--- src/fsb_pkg.sv ---
// Purpose: constants, pin groups and states for the front-side bus host agent
// Assumes: one 100 MHz clock; pin levels are raw, a trailing N marks active low
// Notes:   register indices are word addresses on the plain command port
`default_nettype none
package fsb_pkg;
  // Timing
  localparam int CLK_NS      = 10;
  localparam int CFG_HOLD_NS = 1000;
  localparam int CFG_CYCLES  = (CFG_HOLD_NS + CLK_NS - 1) / CLK_NS;
  localparam int PRI_SETTLE  = 2;
  localparam int ADDR_PARITY_ERROR_WIN    = 4;
  // Register indices
  localparam logic [3:0] REG_ADDR_LO = 4'h0;
  localparam logic [3:0] REG_ADDR_HI = 4'h1;
  localparam logic [3:0] REG_CTRL    = 4'h2;
  localparam logic [3:0] REG_CMD     = 4'h3;
  localparam logic [3:0] REG_STATUS  = 4'h4;
  localparam logic [3:0] REG_IN_ADDR = 4'h5;
  localparam logic [3:0] REG_STRAP   = 4'h6;
  // Field positions
  localparam int HI_REQ        = 8;
  localparam int CTL_ADDR_PARITY_ERROR_OBS  = 0;
  localparam int CTL_BUS_INITIALISE_EN  = 1;
  localparam int CTL_PRI       = 2;
  localparam int CTL_NOT_READY = 3;
  localparam int CTL_WRAP      = 4;
  localparam int CTL_SPEED     = 8;
  localparam int CMD_GO        = 0;
  localparam int CMD_BUS_INITIALISE     = 1;
  localparam int CMD_RESTART   = 2;
  localparam int CMD_CLEAR     = 3;
  // Reset values
  localparam logic [7:0]  CTRL_RST  = 8'h03;
  localparam logic [31:0] STRAP_RST = 32'h0;
  // Bus speed codes
  localparam logic [1:0] SPD_66  = 2'h0;
  localparam logic [1:0] SPD_100 = 2'h1;
  localparam logic [1:0] SPD_RSV = 2'h2;
  localparam logic [1:0] SPD_133 = 2'h3;

  typedef enum logic [2:0] {ST_CFG, ST_REL, ST_IDLE, ST_PRI, ST_ADS, ST_WAIT} fsb_state_type;

  typedef struct packed {
    logic [32:0] addrN;
    logic        addrOe;
    logic        adsN;
    logic        adsOe;
    logic [1:0]  parN;
    logic [4:0]  reqN;
    logic        reqParN;
    logic        aerrN;
    logic        aerrOe;
    logic        bnrN;
    logic        bnrOe;
    logic        binitN;
    logic        binitOe;
    logic        symReqN;
    logic        symReqOe;
    logic        priReqN;
    logic        wrapMaskN;
    logic [1:0]  speedSel;
    logic        cpuResetN;
  } fsb_pin_out_type;

  typedef struct packed {
    logic [32:0] addrN;
    logic        adsN;
    logic [1:0]  parN;
    logic        aerrN;
    logic        bnrN;
    logic        binitN;
    logic        symReqN;
    logic [1:0]  bpN;
    logic [1:0]  bpmN;
  } fsb_pin_in_type;

  typedef struct packed {
    logic [21:0] rsvd;
    logic [3:0]  bp;
    logic        symSeen;
    logic        inParErr;
    logic        aborted;
    logic        stall;
    logic        pending;
    logic        busy;
  } fsb_status_type;

  localparam fsb_pin_out_type PIN_OUT_RST = '{addrOe: 1'b0, adsOe: 1'b0, aerrN: 1'b0,
    aerrOe: 1'b0, bnrN: 1'b0, bnrOe: 1'b0, binitN: 1'b0, binitOe: 1'b0, symReqOe: 1'b0,
    speedSel: SPD_100, cpuResetN: 1'b0, default: '1};

  // Parity level: high when an even number of the levels are low
  function automatic logic lvlPar(input logic [32:0] lvl);
    return ~^(~lvl);
  endfunction
endpackage
`default_nettype wire

--- src/fsb_host_agent.sv ---
// Purpose: chipset-side agent driving the processor address/arbitration pins
// Assumes: pins sampled through two flops; plain command port, read data next cycle
// Notes:   one request at a time; address lines also carry reset-time straps
//
// Contract
// - Address lines carry address with strobe
// - High parity A35:24, low A23:3
// - Parity high for even low count
// - Parity driven with strobe and request
// - Strobe starts checks of new transaction
// - Enabled parity error aborts transaction
// - All on rising clock edge
// - Assert bus init on unreliable bus
// - Bus init resets bus state machines
// - No new transaction during stall
// - Stall driven, sampled on designated edges
// - Priority held until requests complete
// - Assert symmetric request during reset config
// - Speed select 00/01/11, 10 reserved
// - Mobile variant runs at 100 MHz
//
// The strobed register port and the register addresses were left to the implementer.
`default_nettype none
module fsb_host_agent #(
  parameter int CfgCycles = fsb_pkg::CFG_CYCLES,
  parameter int PriSettle = fsb_pkg::PRI_SETTLE,
  parameter int AerrWin   = fsb_pkg::ADDR_PARITY_ERROR_WIN
) (
  input  wire logic                    core_clk,
  input  wire logic                    nrst,
  input  wire logic [3:0]              regAddr,
  input  wire logic [31:0]             regWData,
  input  wire logic                    regWr,
  input  wire logic                    regRd,
  output logic      [31:0]             regRData,
  input  wire fsb_pkg::fsb_pin_in_type pinIn,
  output fsb_pkg::fsb_pin_out_type     pinOut
);
  if (CfgCycles < 1 || CfgCycles > 65535 || PriSettle < 1 || PriSettle > 65535 ||
      AerrWin < 1 || AerrWin > 65535) begin : g_chk
    $error("fsb_host_agent: cycle counts must lie in 1..65535");
  end

  fsb_pkg::fsb_pin_in_type  pinMeta_r;
  fsb_pkg::fsb_pin_in_type  pinSync_r;
  fsb_pkg::fsb_pin_out_type out_nxt;
  fsb_pkg::fsb_state_type   state_r;
  fsb_pkg::fsb_state_type   state_nxt;
  fsb_pkg::fsb_status_type  stat;
  logic [32:0] addr_r;
  logic [32:0] addr_nxt;
  logic [4:0]  req_r;
  logic [4:0]  req_nxt;
  logic [7:0]  ctrl_r;
  logic [7:0]  ctrl_nxt;
  logic [31:0] strap_r;
  logic [31:0] strap_nxt;
  logic [1:0]  speed_r;
  logic [1:0]  speed_nxt;
  logic [15:0] cnt_r;
  logic [15:0] cnt_nxt;
  logic [32:0] inAddr_r;
  logic [32:0] inAddr_nxt;
  logic [3:0]  bp_r;
  logic [3:0]  bp_nxt;
  logic [1:0]  ownDly_r;
  logic [31:0] rdata_nxt;
  logic        pending_r;
  logic        pending_nxt;
  logic        phase_r;
  logic        phase_nxt;
  logic        stall_r;
  logic        stall_nxt;
  logic        aborted_r;
  logic        aborted_nxt;
  logic        inParErr_r;
  logic        inParErr_nxt;
  logic        symSeen_r;
  logic        symSeen_nxt;
  logic        launch;
  logic        inValid;
  logic        inParEv;
  logic        binitSeen;
  logic        cfgPhase;

  // Two-flop pin synchroniser; first stage feeds only the second
  always_ff @(posedge core_clk) begin
    if (!nrst) begin
      pinMeta_r <= '1;
      pinSync_r <= '1;
    end else begin
      pinMeta_r <= pinIn;
      pinSync_r <= pinMeta_r;
    end
  end

  // Next-state logic for the agent, apart from the synchroniser and ownDly_r
  always_comb begin
    state_nxt    = state_r;
    out_nxt      = pinOut;
    addr_nxt     = addr_r;
    req_nxt      = req_r;
    ctrl_nxt     = ctrl_r;
    strap_nxt    = strap_r;
    speed_nxt    = speed_r;
    cnt_nxt      = cnt_r;
    inAddr_nxt   = inAddr_r;
    pending_nxt  = pending_r;
    aborted_nxt  = aborted_r;
    inParErr_nxt = inParErr_r;
    launch       = 1'b0;
    cfgPhase     = (state_r == fsb_pkg::ST_CFG) || (state_r == fsb_pkg::ST_REL);
    binitSeen    = ctrl_r[fsb_pkg::CTL_BUS_INITIALISE_EN] && !pinSync_r.binitN;
    // Own strobe echo is delayed like the synchroniser, so it is not checked
    inValid      = !pinSync_r.adsN && !ownDly_r[1] && !cfgPhase;
    inParEv      = inValid && (pinSync_r.parN !=
                   {fsb_pkg::lvlPar({21'h1FFFFF, pinSync_r.addrN[32:21]}),
                    fsb_pkg::lvlPar({12'hFFF, pinSync_r.addrN[20:0]})});
    phase_nxt    = ~phase_r;
    stall_nxt    = phase_r ? !pinSync_r.bnrN : stall_r;
    bp_nxt       = ~{pinSync_r.bpN, pinSync_r.bpmN};
    symSeen_nxt  = !pinSync_r.symReqN && !cfgPhase;
    out_nxt.aerrOe  = 1'b0;
    out_nxt.binitOe = 1'b0;
    out_nxt.wrapMaskN = ~ctrl_r[fsb_pkg::CTL_WRAP];
    out_nxt.speedSel = speed_r;

    case (state_r)
      fsb_pkg::ST_CFG: begin
        out_nxt.cpuResetN = 1'b0;
        out_nxt.addrOe    = 1'b1;
        out_nxt.addrN     = ~{1'b0, strap_r};
        out_nxt.symReqOe  = 1'b1;
        out_nxt.symReqN   = 1'b0;
        cnt_nxt           = cnt_r + 16'h1;
        if (cnt_r >= 16'(CfgCycles - 1)) begin
          out_nxt.cpuResetN = 1'b1;
          state_nxt         = fsb_pkg::ST_REL;
        end
      end
      fsb_pkg::ST_REL: begin
        // Straps held one edge past release so the transition sees them
        out_nxt.addrOe   = 1'b0;
        out_nxt.symReqOe = 1'b0;
        out_nxt.symReqN  = 1'b1;
        cnt_nxt          = 16'h0;
        state_nxt        = fsb_pkg::ST_IDLE;
      end
      fsb_pkg::ST_IDLE: begin
        cnt_nxt = 16'h0;
        if (pending_r && !stall_r) begin
          if (ctrl_r[fsb_pkg::CTL_PRI]) begin
            out_nxt.priReqN = 1'b0;
            state_nxt       = fsb_pkg::ST_PRI;
          end else begin
            launch = 1'b1;
          end
        end
      end
      fsb_pkg::ST_PRI: begin
        cnt_nxt = cnt_r + 16'h1;
        if (cnt_r >= 16'(PriSettle - 1) && !stall_r) begin
          launch = 1'b1;
        end
      end
      fsb_pkg::ST_ADS: begin
        out_nxt.adsN   = 1'b1;
        out_nxt.adsOe  = 1'b0;
        out_nxt.addrOe = 1'b0;
        out_nxt.reqN   = '1;
        cnt_nxt        = 16'h0;
        state_nxt      = fsb_pkg::ST_WAIT;
      end
      default: begin
        cnt_nxt = cnt_r + 16'h1;
        // observed error ends the wait even with the sticky flag already set
        if ((ctrl_r[fsb_pkg::CTL_ADDR_PARITY_ERROR_OBS] && !pinSync_r.aerrN) ||
            cnt_r >= 16'(AerrWin - 1)) begin
          out_nxt.priReqN = pending_r ? pinOut.priReqN : 1'b1;
          state_nxt       = fsb_pkg::ST_IDLE;
        end
      end
    endcase

    // Launch drives the whole request group in one cycle
    if (launch) begin
      out_nxt.addrN   = ~addr_r;
      out_nxt.addrOe  = 1'b1;
      out_nxt.adsN    = 1'b0;
      out_nxt.adsOe   = 1'b1;
      out_nxt.reqN    = ~req_r;
      out_nxt.parN[1] = fsb_pkg::lvlPar({21'h1FFFFF, ~addr_r[32:21]});
      out_nxt.parN[0] = fsb_pkg::lvlPar({12'hFFF, ~addr_r[20:0]});
      out_nxt.reqParN = fsb_pkg::lvlPar({28'hFFFFFFF, ~req_r});
      pending_nxt     = 1'b0;
      cnt_nxt         = 16'h0;
      state_nxt       = fsb_pkg::ST_ADS;
    end

    // Register writes; reserved speed code is ignored
    if (regWr) begin
      if (regAddr == fsb_pkg::REG_ADDR_LO) begin
        addr_nxt[28:0] = regWData[31:3];
      end else if (regAddr == fsb_pkg::REG_ADDR_HI) begin
        addr_nxt[32:29] = regWData[3:0];
        req_nxt         = regWData[fsb_pkg::HI_REQ +: 5];
      end else if (regAddr == fsb_pkg::REG_CTRL) begin
        ctrl_nxt = regWData[7:0];
        if (regWData[fsb_pkg::CTL_SPEED +: 2] != fsb_pkg::SPD_RSV) begin
          speed_nxt = regWData[fsb_pkg::CTL_SPEED +: 2];
        end
      end else if (regAddr == fsb_pkg::REG_STRAP) begin
        strap_nxt = regWData;
      end else if (regAddr == fsb_pkg::REG_CMD) begin
        if (regWData[fsb_pkg::CMD_GO]) begin
          pending_nxt = 1'b1;
        end
        if (regWData[fsb_pkg::CMD_CLEAR]) begin
          aborted_nxt  = 1'b0;
          inParErr_nxt = 1'b0;
        end
        if (regWData[fsb_pkg::CMD_RESTART] && state_r == fsb_pkg::ST_IDLE && !pending_r) begin
          cnt_nxt   = 16'h0;
          state_nxt = fsb_pkg::ST_CFG;
        end
      end
    end

    if (inValid) begin
      inAddr_nxt = ~pinSync_r.addrN;
    end
    // Event sets come after the clear so a same-cycle event wins
    if (inParEv) begin
      inParErr_nxt = 1'b1;
    end
    if (state_r == fsb_pkg::ST_WAIT && ctrl_r[fsb_pkg::CTL_ADDR_PARITY_ERROR_OBS] && !pinSync_r.aerrN) begin
      aborted_nxt = 1'b1;
    end
    out_nxt.aerrOe = inParEv;
    out_nxt.binitOe = ctrl_r[fsb_pkg::CTL_BUS_INITIALISE_EN] &&
                      ((regWr && regAddr == fsb_pkg::REG_CMD && regWData[fsb_pkg::CMD_BUS_INITIALISE]) ||
                       (inParEv && !ctrl_r[fsb_pkg::CTL_ADDR_PARITY_ERROR_OBS]));
    if (!phase_r) begin
      out_nxt.bnrOe = ctrl_r[fsb_pkg::CTL_NOT_READY];
    end

    if (binitSeen && !cfgPhase) begin
      state_nxt       = fsb_pkg::ST_IDLE;
      pending_nxt     = 1'b0;
      cnt_nxt         = 16'h0;
      phase_nxt       = 1'b0;
      stall_nxt       = 1'b0;
      out_nxt.adsN    = 1'b1;
      out_nxt.adsOe   = 1'b0;
      out_nxt.addrOe  = 1'b0;
      out_nxt.reqN    = '1;
      out_nxt.priReqN = 1'b1;
    end

    // Read data in the cycle after the strobe, zero elsewhere
    stat          = '0;
    stat.bp       = bp_r;
    stat.symSeen  = symSeen_r;
    stat.inParErr = inParErr_r;
    stat.aborted  = aborted_r;
    stat.stall    = stall_r;
    stat.pending  = pending_r;
    stat.busy     = state_r != fsb_pkg::ST_IDLE;
    rdata_nxt     = 32'h0;
    if (regRd) begin
      if (regAddr == fsb_pkg::REG_ADDR_LO) begin
        rdata_nxt = {addr_r[28:0], 3'h0};
      end else if (regAddr == fsb_pkg::REG_ADDR_HI) begin
        rdata_nxt = {19'h0, req_r, 4'h0, addr_r[32:29]};
      end else if (regAddr == fsb_pkg::REG_CTRL) begin
        rdata_nxt = {22'h0, speed_r, ctrl_r};
      end else if (regAddr == fsb_pkg::REG_STATUS) begin
        rdata_nxt = stat;
      end else if (regAddr == fsb_pkg::REG_IN_ADDR) begin
        rdata_nxt = {inAddr_r[28:0], 3'h0};
      end else if (regAddr == fsb_pkg::REG_STRAP) begin
        rdata_nxt = strap_r;
      end
    end
  end

  // State registers
  always_ff @(posedge core_clk) begin
    if (!nrst) begin
      state_r    <= fsb_pkg::ST_CFG;
      pinOut     <= fsb_pkg::PIN_OUT_RST;
      addr_r     <= 33'h0;
      req_r      <= 5'h0;
      ctrl_r     <= fsb_pkg::CTRL_RST;
      strap_r    <= fsb_pkg::STRAP_RST;
      speed_r    <= fsb_pkg::SPD_100;
      cnt_r      <= 16'h0;
      inAddr_r   <= 33'h0;
      bp_r       <= 4'h0;
      ownDly_r   <= 2'h0;
      regRData   <= 32'h0;
      pending_r  <= 1'b0;
      phase_r    <= 1'b0;
      stall_r    <= 1'b0;
      aborted_r  <= 1'b0;
      inParErr_r <= 1'b0;
      symSeen_r  <= 1'b0;
    end else begin
      state_r    <= state_nxt;
      pinOut     <= out_nxt;
      addr_r     <= addr_nxt;
      req_r      <= req_nxt;
      ctrl_r     <= ctrl_nxt;
      strap_r    <= strap_nxt;
      speed_r    <= speed_nxt;
      cnt_r      <= cnt_nxt;
      inAddr_r   <= inAddr_nxt;
      bp_r       <= bp_nxt;
      ownDly_r   <= {ownDly_r[0], pinOut.adsOe};
      regRData   <= rdata_nxt;
      pending_r  <= pending_nxt;
      phase_r    <= phase_nxt;
      stall_r    <= stall_nxt;
      aborted_r  <= aborted_nxt;
      inParErr_r <= inParErr_nxt;
      symSeen_r  <= symSeen_nxt;
    end
  end
endmodule
`default_nettype wire

--- config.mk ---
export PLATFORM = sky130hd
export DESIGN_NAME = fsb_host_agent
export DESIGN_NICKNAME = d
export VERILOG_FILES = /design/src/fsb_pkg.sv /design/src/fsb_host_agent.sv
export SDC_FILE = /design/constraint.sdc
export NUM_CORES = 1
export LEC_CHECK = 0
export ABC_AREA = 1
export BUFFER_PORTS_ARGS = -buffer_cell sky130_fd_sc_hd__buf_4
export CORE_AREA = 2 2 159 161
export CTS_CLUSTER_SIZE = 40
export DETAILED_ROUTE_END_ITERATION = 7
export DIE_AREA = 0 0 161 163
export PLACE_DENSITY = 0.7
export SLEW_MARGIN = 40
export SYNTH_ARGS = -nofsm -noshare
export SYNTH_HDL_FRONTEND = slang
export SYNTH_SLANG_ARGS = --single-unit
--- constraint.sdc ---
create_clock -name core_clk -period 2.2 [get_ports core_clk]
set_input_delay 0.22 -clock core_clk [delete_from_list [all_inputs] [get_ports core_clk]]
set_output_delay 0.22 -clock core_clk [all_outputs]
set_load 0.03 [all_outputs]
==> results.sh, run 1 <==
export IMPL_status="completed"
export IMPL_cts_max_path_buffers=3
export IMPL_crit_fanout=19
export IMPL_final_cells=2064
export IMPL_route_detailed_drc=0
export IMPL_start_kind="flop"
export IMPL_syn_inst=1489
export IMPL_p_int_mw=9.74
export IMPL_portBuffers=169
export IMPL_drtIter0Drc=982
export IMPL_synth_flop_cell="dfxtp_1"
export IMPL_via_per_inst=5.11
export IMPL_numCtsBuffers=31
export IMPL_slowest_stage="dfxtp_1"
export IMPL_io_pins=173
export IMPL_synth_area_um2=12100
export IMPL_cts_root_buf="clkbuf_16"
export IMPL_nets=1798
export IMPL_power_frac_comb_pct=7.1
export IMPL_cts_resized=0
export IMPL_die_h_um=163
export IMPL_grt_overflow=0
export IMPL_path_common_cell="inv_1"
export IMPL_grt_pass1_wl_mm=49.9
export IMPL_hold_viol_final=0
export IMPL_place_hpwl_mm=22.0
export IMPL_diodes=0
export IMPL_rrSetupSlack_ps=250
export IMPL_finalCritPeriodShare_pct=88.4
export IMPL_slew_violations=0
export IMPL_worstRegToRegCells=10
export IMPL_post_place_cells=1932
export IMPL_finalSetupViolations=0
export IMPL_start_util_pct=49.0
export IMPL_final_cell_mix="dfxtp_1 (314), nand2_1 (247), buf_4 (186)"
export IMPL_avgSynthCellArea_um2=8.12
export IMPL_path_cells="inv_1, nor3_1, inv_1, nor2_1, nand2_1, nand2_2, buf_4, nand2_1, o22ai_1, inv_1"
export IMPL_ant_nets=0
export IMPL_routedWlPerCell_um=15.4
export IMPL_fin_skew_ps=7.73
export IMPL_holdPathStages=3
export IMPL_routabilityCongestion=0.959
export IMPL_worstPathArrival_ps=2390
export IMPL_rsz0062_at_grt="no"
export IMPL_synth_distinct_cells=39
export IMPL_path_depth=10
export IMPL_worst_pin_slew_ps=595
export IMPL_vias=10600
export IMPL_critPathCaptureType="flop"
export IMPL_track_usage_pct=23.5
export IMPL_yosysSeqAreaShare_pct=52.0
export IMPL_grt_pass1_vias=9811
export IMPL_antenna_found_initial=0
export IMPL_p_switching_mw=2.75
export IMPL_clock_power_share_pct=45.7
export IMPL_drive_gt1_share_pct=20.6
export IMPL_core_um2=24700
export IMPL_switching_share_pct=22.0
export IMPL_cts_sinks=314
export IMPL_fmax_mhz=514
export IMPL_p_leak_nw=6.46
export IMPL_path_clk_slew_ps=60
export IMPL_synth_edf_count=0
export IMPL_routed_wirelength_mm=31.8
export IMPL_cp_top_family="simple AND/OR/NAND/NOR gates"
export IMPL_p_seq_share_pct=47.2
export IMPL_die_w_um=161
export IMPL_hold_class="input pin to flop"
export IMPL_ir_drop_uv=496
export IMPL_first_pass_iters=6
export IMPL_grt_max_degree=86
export IMPL_synth_seq_cells=314
export IMPL_clock_latency_ps=550
export IMPL_maxSlewHeadroom_pct=60.3
export IMPL_cpPeakStageDelay_ps=430
export IMPL_fin_setup_tns_ps=0
export IMPL_crit_type="flop to flop"
export IMPL_area_delta_synth_final_pct=28.6
export IMPL_p_per_area_nw_per_um2=803
export IMPL_htreeDepth=1
export IMPL_synthArstFlopShare_pct=0
export IMPL_path_buf_inv=4
export IMPL_num_rows=58
export IMPL_final_common_cell="dfxtp_1"
export IMPL_tritoncts="yes"
export IMPL_period_needed_ps=1950
export IMPL_die_area_um2=26200
export IMPL_synth_warnings=0
export IMPL_required_ps=2650
export IMPL_drv_cap=0
-- path summary, 6_finish.rpt --
check / from / endpoint
worst max-delay path: state_r[0] / pinOut[18]
worst min-delay path: nrst / ownDly_r[1]
worst max register to register: state_r[0] / pinOut[18]
worst min register to register: pinSync_r[3] / bp_r[3]
-- timing repair --
| action | CTS | global route |
|---|---|---|
| hold endpoints to repair | 111 | 0 |
| hold buffers | 76 | 0 |
| setup buffers | 0 | 0 |
-- synthesized netlist by cell type, drive strengths merged, types with 6 or more instances --
library cell	number	area share, %
dfxtp	314	52
nand2	249	7.8
inv	177	5.5
o21ai	175	7.2
a21oi	126	5.2
or2	90	4.7
nor2	69	2.2
nand3	56	2.3
clkbuf	54	1.7
o2111ai	34	2.5
xnor2	30	2.2
nor3	28	1.3
buf	26	1.2
xor2	17	1.2
a31oi	9	0.47
nand4	6	0.43
-- area by class of cell --
class / instances / area (um^2)
fillers: 2137 / 9130
flip-flops and latches: 314 / 6290
multi-input cells: 920 / 4800
repair buffers: 267 / 2260
clock buffers: 40 / 880
inverters: 177 / 664
well taps: 330 / 413
clock inverters: 16 / 239
-- registers in the layout, indices dropped and copies added, names as in the netlist, 2 cells and up --
register   cells
pinSync_r     44
speed_r        2
ctrl_r         8
pinOut        54
pinMeta_r     44
ownDly_r       2
inAddr_r      29
cnt_r         16
strap_r       32
bp_r           4
state_r        3
addr_r        33
regRData      32
req_r          5
-- per-layer routing --
metal	up-vias	wire [um]	track usage, %
met5	-	0	0
met4	0	954	7.95
met3	61	1920	3.92
met2	348	14300	38.1
met1	4856	14600	32.0
li1	5289	-	-
-- worst reg2reg max path, delay by kind of cell, from the launching register on --
kind	cells	cell delay [ps]
and+or+nand+nor	5	710
AOI/OAI and AO/OA	1	190
buffers and inverters	4	510
DFF	1	430
-- cell families after synthesis --
| kind of cell | Yosys count | share of synthesized area, % |
|---|---|---|
| buf+inv | 257 | 8.41 |
| fa+ha+maj | 3 | 0.311 |
| flops | 314 | 52.0 |
| simple gates | 506 | 19.3 |
| xor+xnor | 47 | 3.41 |
| other cells | 1 | 0.0310 |
| compound gates | 361 | 16.5 |
-- power groups by stage --
stage	Combinational [mW]	Sequential (mW)	Clock, mW
floorplan	0.459	6.02	0
global placement	0.756	6.01	0
detailed placement	0.773	6.02	0
CTS	0.883	5.89	5.77
global route	0.983	5.90	6.00
finish	0.889	5.89	5.70
-- through the flow --
stage          setup slack, ps  cell area, um^2  power, mW  util (%)  hold slack (ps)
3_3_place_gp               334            13700       6.77      55.4              374
2_1_floorplan              539            12100       6.48         -              327
4_1_cts                    268            15500       12.5      63.0             7.88
3_5_place_dp               283            13700       6.79      55.4              372
6_report                   255            15500       12.5      63.0             25.2
5_1_grt                   27.6            15500       12.9      63.0             47.3
No activity file was read; power rests on OpenSTA's default activity.
==> inputs of run 2 (changes only) <==
- BUFFER_PORTS_ARGS: -buffer_cell sky130_fd_sc_hd__buf_4 -> -buffer_cell sky130_fd_sc_hd__buf_2
- CELL_PAD_IN_SITES_DETAIL_PLACEMENT: default -> 1
- CELL_PAD_IN_SITES_GLOBAL_PLACEMENT: default -> 1
- CORE_AREA: 2 2 159 161 -> 2 2 182 184
- DIE_AREA: 0 0 161 163 -> 0 0 184 186
- PLACE_DENSITY: 0.7 -> default
- PLACE_DENSITY_LB_ADDON: default -> 0.1
- clock period: 2.2 -> 1.6 ns (I/O delays scaled with it)
==> run 2 against run 1 <==
The flow now finishes with violations (negative setup slack). Final area is 12% higher. Clock skew is 4.1 ps higher. Flip-flop and latch count stayed put. Critical path type unchanged. Critical endpoint is now pinOut[44]. Highest routed layer unchanged.
==> results.sh, run 2 (synthesis gave the netlist of run 1 again) <==
export IMPL_status="complete, but fails checks"
export IMPL_violations="negative setup slack"
export IMPL_p_per_area_nw_per_um2=1040
export IMPL_slowest_stage="dfxtp_2"
export IMPL_fin_skew_ps=11.8
export IMPL_start_kind="flop"
export IMPL_routabilityCongestion=0.873
export IMPL_worstReg2RegStart="state_r[1]"
export IMPL_post_place_cells=2111
export IMPL_area_delta_synth_final_pct=43.5
export IMPL_largestRegisters="pinOut: 54 flops, pinMeta_r: 44 flops, pinSync_r: 44 flops"
export IMPL_fillers=3795
export IMPL_rsz0062_at_grt="yes"
export IMPL_cts_max_path_buffers=3
export IMPL_p_seq_share_pct=45.2
export IMPL_final_common_cell="dfxtp_1"
export IMPL_num_rows=66
export IMPL_largest_register="pinOut"
export IMPL_whs_endpoint="strap_r[10]"
export IMPL_diodes=0
export IMPL_numCtsBuffers=36
export IMPL_p_int_mw=13.8
export IMPL_min_delay_start="regWData[10]"
export IMPL_clock_latency_ps=520
export IMPL_crit_fanout=8
export IMPL_first_pass_iters=5
export IMPL_io_pins=173
export IMPL_ir_drop_uv=604
export IMPL_p_leak_nw=7.21
export IMPL_routed_wirelength_mm=41.2
export IMPL_place_hpwl_mm=26.9
export IMPL_placed_cell_area_um2=14200
export IMPL_finalSetupViolations=62
export IMPL_cts_root_buf="clkbuf_16"
export IMPL_path_cells="inv_2, buf_6, nor3_4, nand2_1, inv_1, nand2_2, nand2_4, nor2_4, buf_6, clkbuf_16, nand2_1, o2111ai_1"
export IMPL_track_usage_pct=22.8
export IMPL_via_per_inst=5.00
export IMPL_grt_pass1_wl_mm=61.1
export IMPL_drv_cap=0
export IMPL_rrSetupSlack_ps=-190
export IMPL_die_h_um=186
export IMPL_nets=1934
export IMPL_die_w_um=184
export IMPL_worstRegToRegCells=12
export IMPL_grt_max_degree=96
export IMPL_htreeDepth=2
export IMPL_die_area_um2=34200
export IMPL_fmax_mhz=559
export IMPL_slew_violations=0
export IMPL_required_ps=1980
export IMPL_grt_pass1_vias=11300
export IMPL_clock_power_share_pct=47.0
export IMPL_reg2reg_to="pinOut[44]"
export IMPL_drtIter0Drc=510
export IMPL_hold_class="input pin to flop"
export IMPL_crit_type="flop to flop"
export IMPL_design_area_um2=17300
export IMPL_worst_pin_slew_ps=574
export IMPL_route_detailed_drc=0
export IMPL_switching_share_pct=23.2
export IMPL_worstPathArrival_ps=2170
export IMPL_largest_reg_flops=54
export IMPL_final_cells=2282
export IMPL_drive_gt1_share_pct=35.6
export IMPL_finalCritPeriodShare_pct=112
export IMPL_cts_sinks=314
export IMPL_critPathCaptureType="flop"
export IMPL_final_cell_mix="dfxtp_1 (283), nand2_1 (176), buf_2 (168)"
export IMPL_start_util_pct=37.5
export IMPL_antenna_found_initial=0
export IMPL_power_mw=18.0
export IMPL_core_um2=32200
export IMPL_vias=11400
export IMPL_holdPathStages=3
export IMPL_routedWlPerCell_um=18.0
export IMPL_cpPeakStageDelay_ps=350
export IMPL_maxSlewHeadroom_pct=61.7
export IMPL_p_switching_mw=4.18
export IMPL_path_clk_slew_ps=60
export IMPL_period_needed_ps=1790
export IMPL_power_frac_comb_pct=7.7
export IMPL_grt_overflow=0
export IMPL_portBuffers=169
export IMPL_hold_viol_final=0
export IMPL_multi_input_area_um2=5450
export IMPL_fin_ws_ps=-190
export IMPL_tritoncts="yes"
export IMPL_ant_nets=0
export IMPL_regArea_um2=6330
-- run 2: stage by stage --
step                      utilization (%)  setup TNS (ps)  setup slack [ps]  hold WS, ps
final                                53.8           -7080              -190         31.9
after global routing                 53.8          -13500              -289         46.1
after CTS                            51.3           -3820              -155         30.9
after detailed placement             44.0          -16960              -221          349
after global placement               44.0           -8860              -141          346
after floorplan                         -           -34.1             -34.1          267
-- run 2: power groups by stage --
stage,Clock [mW],Sequential (mW),Combinational (mW)
final,8.45,8.13,1.39
after global routing,8.96,8.14,1.53
after CTS,8.61,8.11,1.29
after detailed placement,0,8.28,1.13
after global placement,0,8.27,1.10
after floorplan,0,8.28,0.631
-- run 2: worst max path at each step --
stage | from | endpoint | slack [ps] | cells past startpoint
2_1_floorplan | cnt_r[0] | cnt_r[14] | -30 | 11
3_3_place_gp | regAddr[3] | strap_r[15] | -140 | 11
3_5_place_dp | cnt_r[1] | pinOut[44] | -220 | 10
4_1_cts | cnt_r[5] | pinOut[32] | -160 | 12
5_1_grt | state_r[1] | pinOut[44] | -290 | 12
6_report | state_r[1] | pinOut[44] | -190 | 12
-- run 2: what timing repair did --
| item | CTS | global route |
|---|---|---|
| gates resized for setup | 54 | 192 |
| hold endpoints to repair | 103 | 0 |
| setup endpoints to repair | 96 | 97 |
| gates cloned | 4 | 6 |
| hold buffers | 74 | 0 |
| buffers inserted | 12 | 12 |
| pin swaps | 15 | 43 |
-- run 2: layout make-up --
cell class,count,share of cell area [%]
flip-flops and latches,314,36.5
multi-input cells,920,31.4
repair buffers,398,18.1
clock buffers,53,6.20
inverters,177,3.90
well taps,408,2.94
clock inverters,12,0.873
-- run 2: worst max-delay path, delay by kind of cell, from the launching register on --
kind	cells	cell delay, ps
buffers and inverters	5	570
AO/OA/AOI/OAI	1	90
AND/OR/NAND/NOR	6	650
flip-flops	1	350
-- run 2: per-layer routing --
| metal | global-route usage, % | wire length [um] |
|---|---|---|
| met5 | 0 | 0 |
| met4 | 5.66 | 913 |
| met2 | 38.5 | 19600 |
| met3 | 2.84 | 1780 |
| met1 | 30.9 | 18900 |
